`config.mk`:
```
export PLATFORM = sky130hd
export DESIGN_NAME = accumulator_load_from_regs
export DESIGN_NICKNAME = d
export VERILOG_FILES = /design/src/shared/acc_load_pkg.sv /design/src/design/accumulator_load_from_regs.sv
export VERILOG_INCLUDE_DIRS = /design/src /design/src/shared
export SDC_FILE = /design/constraint.sdc
export NUM_CORES = 1
export LEC_CHECK = 0
export BUFFER_PORTS_ARGS = -buffer_cell sky130_fd_sc_hd__buf_2
export CAP_MARGIN = 40
export CELL_PAD_IN_SITES_DETAIL_PLACEMENT = 0
export CELL_PAD_IN_SITES_GLOBAL_PLACEMENT = 1
export CORE_MARGIN = 2
export CORE_UTILIZATION = 23
export CTS_CLUSTER_SIZE = 20
export DETAILED_ROUTE_END_ITERATION = 8
export GPL_TIMING_DRIVEN = 0
export PLACE_DENSITY = 0.75
export SETUP_SLACK_MARGIN = 0.05
export SLEW_MARGIN = 0
export SYNTH_ARGS = -nofsm -noshare
export SYNTH_HDL_FRONTEND = slang
export SYNTH_SLANG_ARGS = --single-unit
```
`constraint.sdc`:
```
create_clock -name clk -period 0.8 [get_ports clk]
set_input_delay 0.16 -clock clk [delete_from_list [all_inputs] [get_ports clk]]
set_output_delay 0.16 -clock clk [all_outputs]
set_load 0.1 [all_outputs]
```
`src/shared/acc_load_cfg.svh`:
```
/*
  Constants for the accumulator load decoder: opcodes, widths and reset values.
  Assumes it is included by its bare name from the package and design files.
*/
`ifndef ACC_LOAD_CFG_SVH
`define ACC_LOAD_CFG_SVH

`define INSTR_WIDTH 10
`define ACC_WIDTH 4
`define PTR_EXT_WIDTH 3
`define ACC_TOP_BIT 3
`define OPC_LOAD_ACC_FROM_PTR_EXT 10'h051
`define OPC_LOAD_ACC_FROM_IRQ_CTL_ONE 10'h253
`define OPC_LOAD_ACC_FROM_IRQ_CTL_TWO 10'h254
`define ACC_RESET_DATA 4'h0

`endif

```
`src/shared/acc_load_pkg.sv`:
```
/*
  Types for the accumulator load decoder: decoded operation and accumulator write carrier.
  Assumes acc_load_cfg.svh is on the include path.
*/
`default_nettype none
`include "acc_load_cfg.svh"

package acc_load_pkg;

  typedef enum logic [3:0] {
    OP_NONE = 4'h1,
    OP_PTR_EXT = 4'h2,
    OP_IRQ_ONE = 4'h4,
    OP_IRQ_TWO = 4'h8
  } load_op_t;

  typedef struct packed {
    logic wr_en;
    logic [`ACC_WIDTH-1:0] data;
  } acc_write_t;

endpackage : acc_load_pkg

`default_nettype wire

```
`src/design/accumulator_load_from_regs.sv`:
```
/*
  Decode and execute of the three single-cycle accumulator load instructions.
  Assumes instruction word, strobe and source registers come from core logic on clk.
*/
`default_nettype none
`include "acc_load_cfg.svh"

module accumulator_load_from_regs (
  input wire logic clk,
  input wire logic reset_n,
  input wire logic instr_valid,
  input wire logic [`INSTR_WIDTH-1:0] instr_word,
  input wire logic [`PTR_EXT_WIDTH-1:0] ptr_ext_bits,
  input wire logic [`ACC_WIDTH-1:0] irq_ctl_reg_one,
  input wire logic [`ACC_WIDTH-1:0] irq_ctl_reg_two,
  output acc_load_pkg::acc_write_t acc_write,
  output logic instr_done,
  output logic carry_wr_en,
  output logic skip_req
);

  // Reset synchroniser stages
  logic rst_sync1_reg;
  logic rst_sync1_next;
  logic rst_sync2_reg;
  logic rst_sync2_next;

  // Decoded operation of the word presented this cycle
  acc_load_pkg::load_op_t op;
  logic op_is_load;

  acc_load_pkg::acc_write_t acc_write_reg;
  acc_load_pkg::acc_write_t acc_write_next;

  logic instr_done_reg;
  logic instr_done_next;

  // Side effects these loads never have, still flops so outputs stay clean
  logic carry_wr_en_reg;
  logic carry_wr_en_next;
  logic skip_req_reg;
  logic skip_req_next;

  // Exact match on all ten bits; neighbouring codes fall through to none
  function automatic acc_load_pkg::load_op_t decode_op(input logic [`INSTR_WIDTH-1:0] word);
    case (word)
      `OPC_LOAD_ACC_FROM_PTR_EXT:
      begin
        decode_op = acc_load_pkg::OP_PTR_EXT;
      end
      `OPC_LOAD_ACC_FROM_IRQ_CTL_ONE:
      begin
        decode_op = acc_load_pkg::OP_IRQ_ONE;
      end
      `OPC_LOAD_ACC_FROM_IRQ_CTL_TWO:
      begin
        decode_op = acc_load_pkg::OP_IRQ_TWO;
      end
      default:
      begin
        decode_op = acc_load_pkg::OP_NONE;
      end
    endcase
  endfunction : decode_op

  // Shared by write and completion so the two strobes cannot disagree
  function automatic logic is_load(input acc_load_pkg::load_op_t kind);
    case (kind)
      acc_load_pkg::OP_PTR_EXT:
      begin
        is_load = 1'b1;
      end
      acc_load_pkg::OP_IRQ_ONE:
      begin
        is_load = 1'b1;
      end
      acc_load_pkg::OP_IRQ_TWO:
      begin
        is_load = 1'b1;
      end
      default:
      begin
        is_load = 1'b0;
      end
    endcase
  endfunction : is_load

  // Narrow source is zero-extended; the top bit is cleared, never kept
  function automatic logic [`ACC_WIDTH-1:0] widen_ptr_ext(input logic [`PTR_EXT_WIDTH-1:0] bits);
    logic [`ACC_WIDTH-1:0] word;
    word = {`ACC_WIDTH{1'b0}};
    word[`PTR_EXT_WIDTH-1:0] = bits;
    word[`ACC_TOP_BIT] = 1'b0;
    widen_ptr_ext = word;
  endfunction : widen_ptr_ext

  always_comb
  begin
    rst_sync1_next = 1'b1;
    rst_sync2_next = rst_sync1_reg;
  end

  // Reset released through two flops so removal is synchronous to clk
  always_ff @(posedge clk or negedge reset_n)
  begin
    if (!reset_n)
    begin
      rst_sync1_reg <= 1'b0;
      rst_sync2_reg <= 1'b0;
    end
    else
    begin
      rst_sync1_reg <= rst_sync1_next;
      rst_sync2_reg <= rst_sync2_next;
    end
  end

  // Invalid cycles decode as nothing so a stale word never executes twice
  always_comb
  begin
    op = acc_load_pkg::OP_NONE;
    if (instr_valid)
    begin
      op = decode_op(instr_word);
    end
    op_is_load = is_load(op);
  end

  always_comb
  begin
    acc_write_next.wr_en = op_is_load;
    acc_write_next.data = acc_write_reg.data;
    case (op)
      acc_load_pkg::OP_PTR_EXT:
      begin
        acc_write_next.data = widen_ptr_ext(ptr_ext_bits);
      end
      acc_load_pkg::OP_IRQ_ONE:
      begin
        acc_write_next.data = irq_ctl_reg_one;
      end
      acc_load_pkg::OP_IRQ_TWO:
      begin
        acc_write_next.data = irq_ctl_reg_two;
      end
      default:
      begin
        acc_write_next.data = acc_write_reg.data;
      end
    endcase
  end

  always_ff @(posedge clk or negedge rst_sync2_reg)
  begin
    if (!rst_sync2_reg)
    begin
      acc_write_reg <= '{wr_en: 1'b0, data: `ACC_RESET_DATA};
    end
    else
    begin
      acc_write_reg <= acc_write_next;
    end
  end

  always_comb
  begin
    instr_done_next = op_is_load;
  end

  always_ff @(posedge clk or negedge rst_sync2_reg)
  begin
    if (!rst_sync2_reg)
    begin
      instr_done_reg <= 1'b0;
    end
    else
    begin
      instr_done_reg <= instr_done_next;
    end
  end

  // None of these loads touches carry or requests a skip
  always_comb
  begin
    carry_wr_en_next = 1'b0;
  end

  always_ff @(posedge clk or negedge rst_sync2_reg)
  begin
    if (!rst_sync2_reg)
    begin
      carry_wr_en_reg <= 1'b0;
    end
    else
    begin
      carry_wr_en_reg <= carry_wr_en_next;
    end
  end

  always_comb
  begin
    skip_req_next = 1'b0;
  end

  always_ff @(posedge clk or negedge rst_sync2_reg)
  begin
    if (!rst_sync2_reg)
    begin
      skip_req_reg <= 1'b0;
    end
    else
    begin
      skip_req_reg <= skip_req_next;
    end
  end

  // Every output comes straight from a flop
  assign acc_write = acc_write_reg;
  assign instr_done = instr_done_reg;
  assign carry_wr_en = carry_wr_en_reg;
  assign skip_req = skip_req_reg;

endmodule : accumulator_load_from_regs

`default_nettype wire

```
=== Word-level counts from Yosys, hierarchy flattened ===
Index checks and enable logic that the tools add are counted.

* Bits in registers: 7
* Input bits: 24
* Word-level logic and storage cells: 16

* Equal/unequal tests: 6
* Muxes and demuxes: 4
* Reductions and logical operators: 2

{| class="wikitable"
|+ Operator list
! operator !! count
|-
| 4-bit case mux with 3 select lines || 2
|-
| 10-bit equality test (second input constant) || 2
|-
| 10-bit by 7-bit equality test with 1-bit output (second input constant) || 1
|-
| 4-bit by 2-bit equality test with 1-bit output (second input constant) || 1
|-
| 4-bit by 3-bit equality test with 1-bit output (second input constant) || 1
|-
| 4-bit equality test (second input constant) || 1
|-
| 4-bit two-way mux || 1
|-
| 3-bit nonzero test || 1
|-
| 3-bit OR reduction || 1
|-
| 1-bit two-way mux || 1
|}

=== Logic depth before layout (Yosys ltp) ===
Gate-level depths: netlist of run 1.

* Depth after elaboration: 6
* Gate-level depth with buffers: 5
* Gate-level depth less buffers: 4

=== Worst setup path before layout of run 1 ===
Ideal clock, no wire load.

* Path type: register to output
* From: register instr_done (netlist name)
* To: output port acc_write[4] (netlist name)
* Arrival: 1,324 ps
* Data required time: 640 ps
* Slack: -684 ps
* Stages on the path, launching flop included: 2
* Path buffers: 1
* Cells stage by stage: dfrtp_1 > buf_4

{| class="wikitable"
|+ RTL lines
! item !! RTL line !! RTL
|-
| end: declaration || accumulator_load_from_regs.sv:16 || <nowiki>output acc_load_pkg::acc_write_t acc_write,</nowiki>
|}

=== Worst setup path after layout of run 1 ===
* From: input port instr_word[2]
* To: register acc_write_reg, in the netlist acc_write[0]

* Cells in the longest elaborated chain, start to end: 5
* Elaborated cells on any way between the ends: 10
* Those cells by class: 6 x eq/ne; 3 x mux; 1 x reduce/logical

{| class="wikitable"
|+ Ends and longest elaborated chain
! item !! RTL line !! RTL
|-
| start: declaration || accumulator_load_from_regs.sv:12 || <nowiki>input wire logic [`INSTR_WIDTH-1:0] instr_word,</nowiki>
|-
| 10-bit equality test or 10-bit by 7-bit equality test with 1-bit output (tied branches) || accumulator_load_from_regs.sv:46 || <nowiki>case (word)</nowiki>
|-
| 4-bit case mux with 3 select lines * || accumulator_load_from_regs.sv:46 ||
|-
| 4-bit two-way mux * || accumulator_load_from_regs.sv:122 || <nowiki>if (instr_valid)</nowiki>
|-
| 4-bit equality test, or another cell as far along || accumulator_load_from_regs.sv:133 || <nowiki>case (op)</nowiki>
|-
| 4-bit case mux with 3 select lines or 3-bit nonzero test (tied branches) || - ||
|-
| end signal: assignment || accumulator_load_from_regs.sv:157 || <nowiki>acc_write_reg <= '{wr_en: 1'b0, data: `ACC_RESET_DATA};</nowiki>
|-
| end signal: assignment || accumulator_load_from_regs.sv:161 || <nowiki>acc_write_reg <= acc_write_next;</nowiki>
|-
| end: declaration || accumulator_load_from_regs.sv:32 || <nowiki>acc_load_pkg::acc_write_t acc_write_reg;</nowiki>
|}

Every way passes the cells marked *; elsewhere a longest branch is shown, timed or not.
A chain may end at the register's enable or synchronous reset.

==> results of run 1 <==
## kinds of logic after synthesis
logic type / Yosys count / synth area share [%]
AO/OA/AOI/OAI: 11 / 22.1
flip-flops: 7 / 42.3
multiplexers: 3 / 8.16
buffers and inverters: 8 / 10.3
other: 2 / 1.81
AND/OR/NAND/NOR: 7 / 15.4
## final cells by class
type / instances / area (µm²)
buffer: 4 / 31.3
clock buffer: 4 / 26.3
fill: 176 / 910
inverter: 4 / 15.0
multi-input combinational: 24 / 223
sequential: 7 / 191
tap: 25 / 31.3
timing repair buffer: 33 / 280
## worst max-delay path, stage by stage
cell,delay [ns]
buf_6,0.10
or4b_4,0.54
a21oi_4,0.23
mux2_4,0.32
## power groups by stage
| stage | Clock [mW] | Combinational, mW | Sequential, mW |
|---|---|---|---|
| after floorplan | 0 | 0.0995 | 0.462 |
| final | 0.313 | 0.304 | 0.390 |
| after detailed placement | 0 | 0.249 | 0.391 |
| after global routing | 0.340 | 0.322 | 0.393 |
| after global placement | 0 | 0.246 | 0.391 |
| after CTS | 0.322 | 0.298 | 0.390 |
## metrics by stage
| step | utilization (%) | power (mW) | setup WS (ns) |
|---|---|---|---|
| detailed placement | 36.4 | 0.640 | -0.702 |
| global placement | 36.4 | 0.637 | -0.706 |
| CTS | 45.6 | 1.01 | -0.422 |
| finish | 46.7 | 1.01 | -0.416 |
| global route | 46.7 | 1.05 | -0.457 |
| floorplan | - | 0.562 | -0.530 |
## cell usage after synthesis (2+ instances only)
| cell type | n |
|---|---|
| buf_4 | 3 |
| dfrtp_1 | 7 |
| conb_1 | 2 |
| a22oi_1 | 4 |
| inv_1 | 4 |
| o22ai_1 | 4 |
| mux2_2 | 3 |
## routing by layer
layer	up-vias	routed length, µm	GRT usage, %
met5	-	0	0
met4	0	0	6.86
met3	0	56	2.75
met2	16	567	18.3
met1	193	386	9.95
li1	215	-	-
## placed cells by master (no fill, tap or decap), types with 2 or more instances in the layout
master	synthesis	routed
buf_2	1	22
buf_12	0	6
buf_4	3	5
inv_1	4	4
a22oi_1	4	4
o22ai_1	4	4
dfrtp_4	0	4
mux2_4	0	3
buf_6	0	3
conb_1	2	3
clkbuf_4	0	3
dfrtp_1	7	2
## final timing paths
kind                                     from            end  depth (start not counted)
min in group clk           irq_ctl_reg_two[3]   acc_write[3]                          3
hold / removal                  rst_sync2_reg   acc_write[2]                          0
setup / recovery                instr_word[2]   acc_write[0]                          4
hold reg to reg                 rst_sync2_reg   acc_write[2]                          0
setup reg to reg                 acc_write[0]   acc_write[0]                          2
max in group asynchronous             reset_n  rst_sync1_reg                          2
## what timing repair did
action	in CTS	in global routing
setup buffers	3	0
resized for setup	25	4
endpoints found under the setup margin	11	11
pin swaps	3	2
hold buffers	1	0
hold endpoints to repair	2	0
==> impl_metrics.toml, run 1 <==
[timing]
fmax_mhz = 822
hold_viol_final = 0
period_needed_ns = 1.22
setup_viol = 11
tns_ns = -3.11
min_period_over_period_pct = 152
fin_worst_skew_ns = 0.00593
holdWs_ns = 0.0684
slew_violations = 0
fin_ws_ns = -0.416
rsz0062_at_grt = "yes"

[critical_path]
arrival_ns = 1.34
end_kind = "register"
crit_path_start_kind = "input pin"
worstPathRequired_ns = 0.93
worstSetupPathType = "in -> reg"
reg2reg_slack_ns = -0.19
crit_fanout = 5

[yosys]
ys_async_sr_fraction_pct = 100
ys_ff_latch = 7
synth_top_cell_by_area = "dfrtp_1"
synth.area.top_cells = "dfrtp_1, mux2_2, a22oi_1"
synth_cells = 38
synth.distinct_cells = 18
ys_seq_area_share_pct = 42.3
synth.avg_cell_area_um2 = 10.9
synth_edf_count = 0
yosys_warnings = 0
synth_top_cell_area_share_pct = 42.3
synth_area_um2 = 414
ys.flop_type = "dfrtp_1"

[global_routing]
grt-ovfl-total = 0
grt_pass1_vias = 385
antenna_found_initial = 0
grtUsageTotal_pct = 10.2
grt_max_degree = 7
grt_pass1_wl_um = 1460

[worst_hold_path]
holdCritPathClass = "reg -> async"

[clocking]
clock_latency_ns = 0.25
cts_max_path_buffers = 2
cts_made_buffers = 3
h-tree-depth = 1
cts_sinks = 7
clkTransAtPathRegs_ns = 0.05
cts_tree = "done"
cts_root_buf = "clkbuf_4"

[die]
die_w_um = 46.4
fp.dieH_um = 46.4
initial_core_util_pct = 24.2
num_rows = 15
core_um2 = 1710
die_area_um2 = 2160
pin_count = 32

[final_layout]
finalNetCount = 101
antenna-diode-count = 0
stdcell_count = 101
largest_reg_flops = 4
drive_above_1_share_pct = 69.7
final_area_um2 = 798
area_growth_pct = 92.7

[place]
placed_area_um2 = 622
gp_congestion = 0.706
dp_cells = 93
io_buffers = 29
hpwl_um = 769

[route]
drc_errors = 0
drt_iter0_drc = 2
num_vias = 424
ant_nets = 0
wl_per_cell_um = 9.99
drt-pass1-iter-count = 3
wirelength_um = 1010
via_per_inst = 4.20

[power_and_ir_drop]
power.internal_uw = 699
peakVddDrop_v = 0.000372
switching_share_pct = 30.6
p_per_area_nw_per_um2 = 1260
cellLeakagePower_nw = 0.382
p_switching_uw = 308
power_frac_seq_pct = 38.7
clockPowerShare_pct = 31.0
power_frac_comb_pct = 30.2

[status]
violations = "negative setup slack"
status = "finished, violations left"

[job]
max_cap_viol_count = 0
(Power assumes the default switching activity.)
==> inputs of run 2 (changes only) <==
--- a/config.mk
+++ b/config.mk
@@ -6,16 +6,17 @@
 export SDC_FILE = /design/constraint.sdc
 export NUM_CORES = 1
 export LEC_CHECK = 0
+export ABC_AREA = 1
 export BUFFER_PORTS_ARGS = -buffer_cell sky130_fd_sc_hd__buf_2
 export CAP_MARGIN = 40
 export CELL_PAD_IN_SITES_DETAIL_PLACEMENT = 0
 export CELL_PAD_IN_SITES_GLOBAL_PLACEMENT = 1
 export CORE_MARGIN = 2
-export CORE_UTILIZATION = 23
+export CORE_UTILIZATION = 24
 export CTS_CLUSTER_SIZE = 20
 export DETAILED_ROUTE_END_ITERATION = 8
 export GPL_TIMING_DRIVEN = 0
-export PLACE_DENSITY = 0.75
+export PLACE_DENSITY = 0.76
 export SETUP_SLACK_MARGIN = 0.05
 export SLEW_MARGIN = 0
 export SYNTH_ARGS = -nofsm -noshare
==> impl_metrics.toml, run 2 <==
[critical_path]
worstPathRequired_ns = 0.64
regToRegStartpoint = "acc_write[3]"
cp_top_family = "flip-flops"
end_kind = "output pin"
crit_path_start_kind = "register"
startpoint = "instr_done"
crit_top_cell = "buf_12"
arrival_ns = 1.03
worstSetupPathType = "reg -> out"
crit_chain = "buf_12, buf_12"
slowest_delay_ns = 0.49
path_buf_inv = 2
crit_fanout = 2
critPathSlowestCell = "dfrtp_4"

[clocking]
cts_tree = "done"
cts_made_buffers = 3
cts_max_path_buffers = 2
cts_sinks = 7
cts_root_buf = "clkbuf_4"
clkTransAtPathRegs_ns = 0.05
clock_latency_ns = 0.25
h-tree-depth = 1

[power_and_ir_drop]
peakVddDrop_v = 0.000476
cellLeakagePower_nw = 0.546
report.power.total_mw = 1.04
p_per_area_nw_per_um2 = 1020

[yosys]
synth_common_cells = "nand3_1, nand2_1, dfrtp_1"
yosys_warnings = 0
synth.distinct_cells = 16
ys_ff_latch = 7
synth.area.top_cells = "dfrtp_1, nand3_1, nand2_1"
ys_seq_area_share_pct = 34.7
synth_cells = 66
synth_top_cell_area_share_pct = 34.7
synth_edf_count = 0
synth_top_cell_by_area = "dfrtp_1"
synth_area_um2 = 505
synth.avg_cell_area_um2 = 7.66
ys.flop_type = "dfrtp_1"
synth.most_common_cell = "nand3_1"
ys_async_sr_fraction_pct = 100

[place]
hpwl_um = 980
dpl_worst_slack_ns = -0.302
placed_area_um2 = 769
gp_congestion = 0.714
io_buffers = 29

[final_layout]
final_cell_mix = "buf_2, nand2_1, nand3_1, buf_6, nand3_2"
antenna-diode-count = 0
finalNetCount = 132
multi_input_area_um2 = 378
fill_cells = 170
drive_above_1_share_pct = 71.0
area_growth_pct = 102
layout.cells.most_common = "buf_2"
final_area_um2 = 1020
regArea_um2 = 194
largest_reg_flops = 4

[route]
num_vias = 552
drc_errors = 0
ant_nets = 0
wl_per_cell_um = 11.0
wirelength_um = 1470
drt-pass1-iter-count = 4
drt_iter0_drc = 7
via_per_inst = 4.12

[die]
initial_core_util_pct = 25.5
die_w_um = 49.9
fp.dieH_um = 49.9
num_rows = 16
die_area_um2 = 2490
core_um2 = 1980
pin_count = 32

[status]
status = "finished, violations left"
violations = "negative setup slack"

[timing]
setup_viol = 10
min_period_over_period_pct = 149
slew_violations = 0
fin_worst_skew_ns = 0.00110
rsz0062_at_grt = "yes"
fin_ws_ns = -0.392
period_needed_ns = 1.19
fmax_mhz = 839
tns_ns = -2.11
hold_viol_final = 0

[global_routing]
grt_pass1_wl_um = 2440
grt-ovfl-total = 0
grt_max_degree = 7
antenna_found_initial = 0
grt_pass1_vias = 573
grtUsageTotal_pct = 13.5

[job]
max_cap_viol_count = 0

[worst_hold_path]
holdCritPathClass = "reg -> async"
-- run 2: cell count changes after synthesis, moves of 4 or more --
cell / before / now
nand2_1: 1 / 16
a22oi_1: 4 / 0
o22ai_1: 4 / 0
nand3_1: 1 / 17
-- run 2: cell families after synthesis --
group	Yosys count	synth area share [%]
DFF	7	34.7
and+or+nand+nor	47	53.7
buffers and inverters	10	10.1
other	2	1.49
-- run 2: final timing paths --
| path | slack [ns] | to | depth (start not counted) |
|---|---|---|---|
| max in group asynchronous | 0.46 | rst_sync2_reg | 2 |
| min in group clk | 0.17 | acc_write[3] | 3 |
| worst min-delay path | 0.08 | acc_write[1] | 0 |
| worst max-delay path | -0.39 | acc_write[4] | 2 |
| worst min register to register | 0.08 | acc_write[1] | 0 |
| worst max register to register | -0.13 | acc_write[3] | 4 |
-- run 2: final cells by class --
| class | instances | area share (%) |
|---|---|---|
| multi-input cells | 50 | 37.1 |
| repair buffers | 36 | 31.5 |
| flip-flops and latches | 7 | 19.0 |
| plain buffers | 3 | 3.44 |
| well taps | 27 | 3.31 |
| inverters | 7 | 3.07 |
| clock buffers | 4 | 2.58 |
-- run 2: repair_timing --
| item | in CTS | in global routing |
|---|---|---|
| gates resized for setup | 33 | 12 |
| cloned | 0 | 0 |
| setup endpoints to repair | 10 | 11 |
| pin swaps | 13 | 17 |
| endpoints found under the hold margin | 2 | 0 |
| buffers inserted | 5 | 3 |
| hold buffers | 1 | 0 |
-- run 2: report_power, final --
| part | switching (mW) | internal, mW | leakage [nW] |
|---|---|---|---|
| logic | 0.192 | 0.138 | 0.449 |
| registers | 0.0160 | 0.373 | 0.0829 |
| clock network | 0.127 | 0.190 | 0.0150 |
| total | 0.334 | 0.702 | 0.546 |
-- run 2: layer usage --
layer	up-vias	wire, µm	GRT usage (%)
met3	2	50	2.73
met4	0	8	8.33
li1	286	-	-
met5	-	0	0
met2	14	886	26.0
met1	250	524	12.7
-- run 2: through the flow --
step	utilization, %	hold WS (ns)	instances
6_report	51.5	0.0770	134
2_1_floorplan	-	-0.136	67
3_5_place_dp	38.8	-0.0513	123
3_3_place_gp	38.8	-0.0556	123
5_1_grt	51.5	0.0941	134
4_1_cts	48.9	0.0699	133
-- run 2: worst reg2reg max path, stage by stage, from the launching register on --
cell and delay, ns:
dfrtp_4 0.49, buf_6 0.12, buf_6 0.10, nand3_2 0.05
nand3_2 0.05
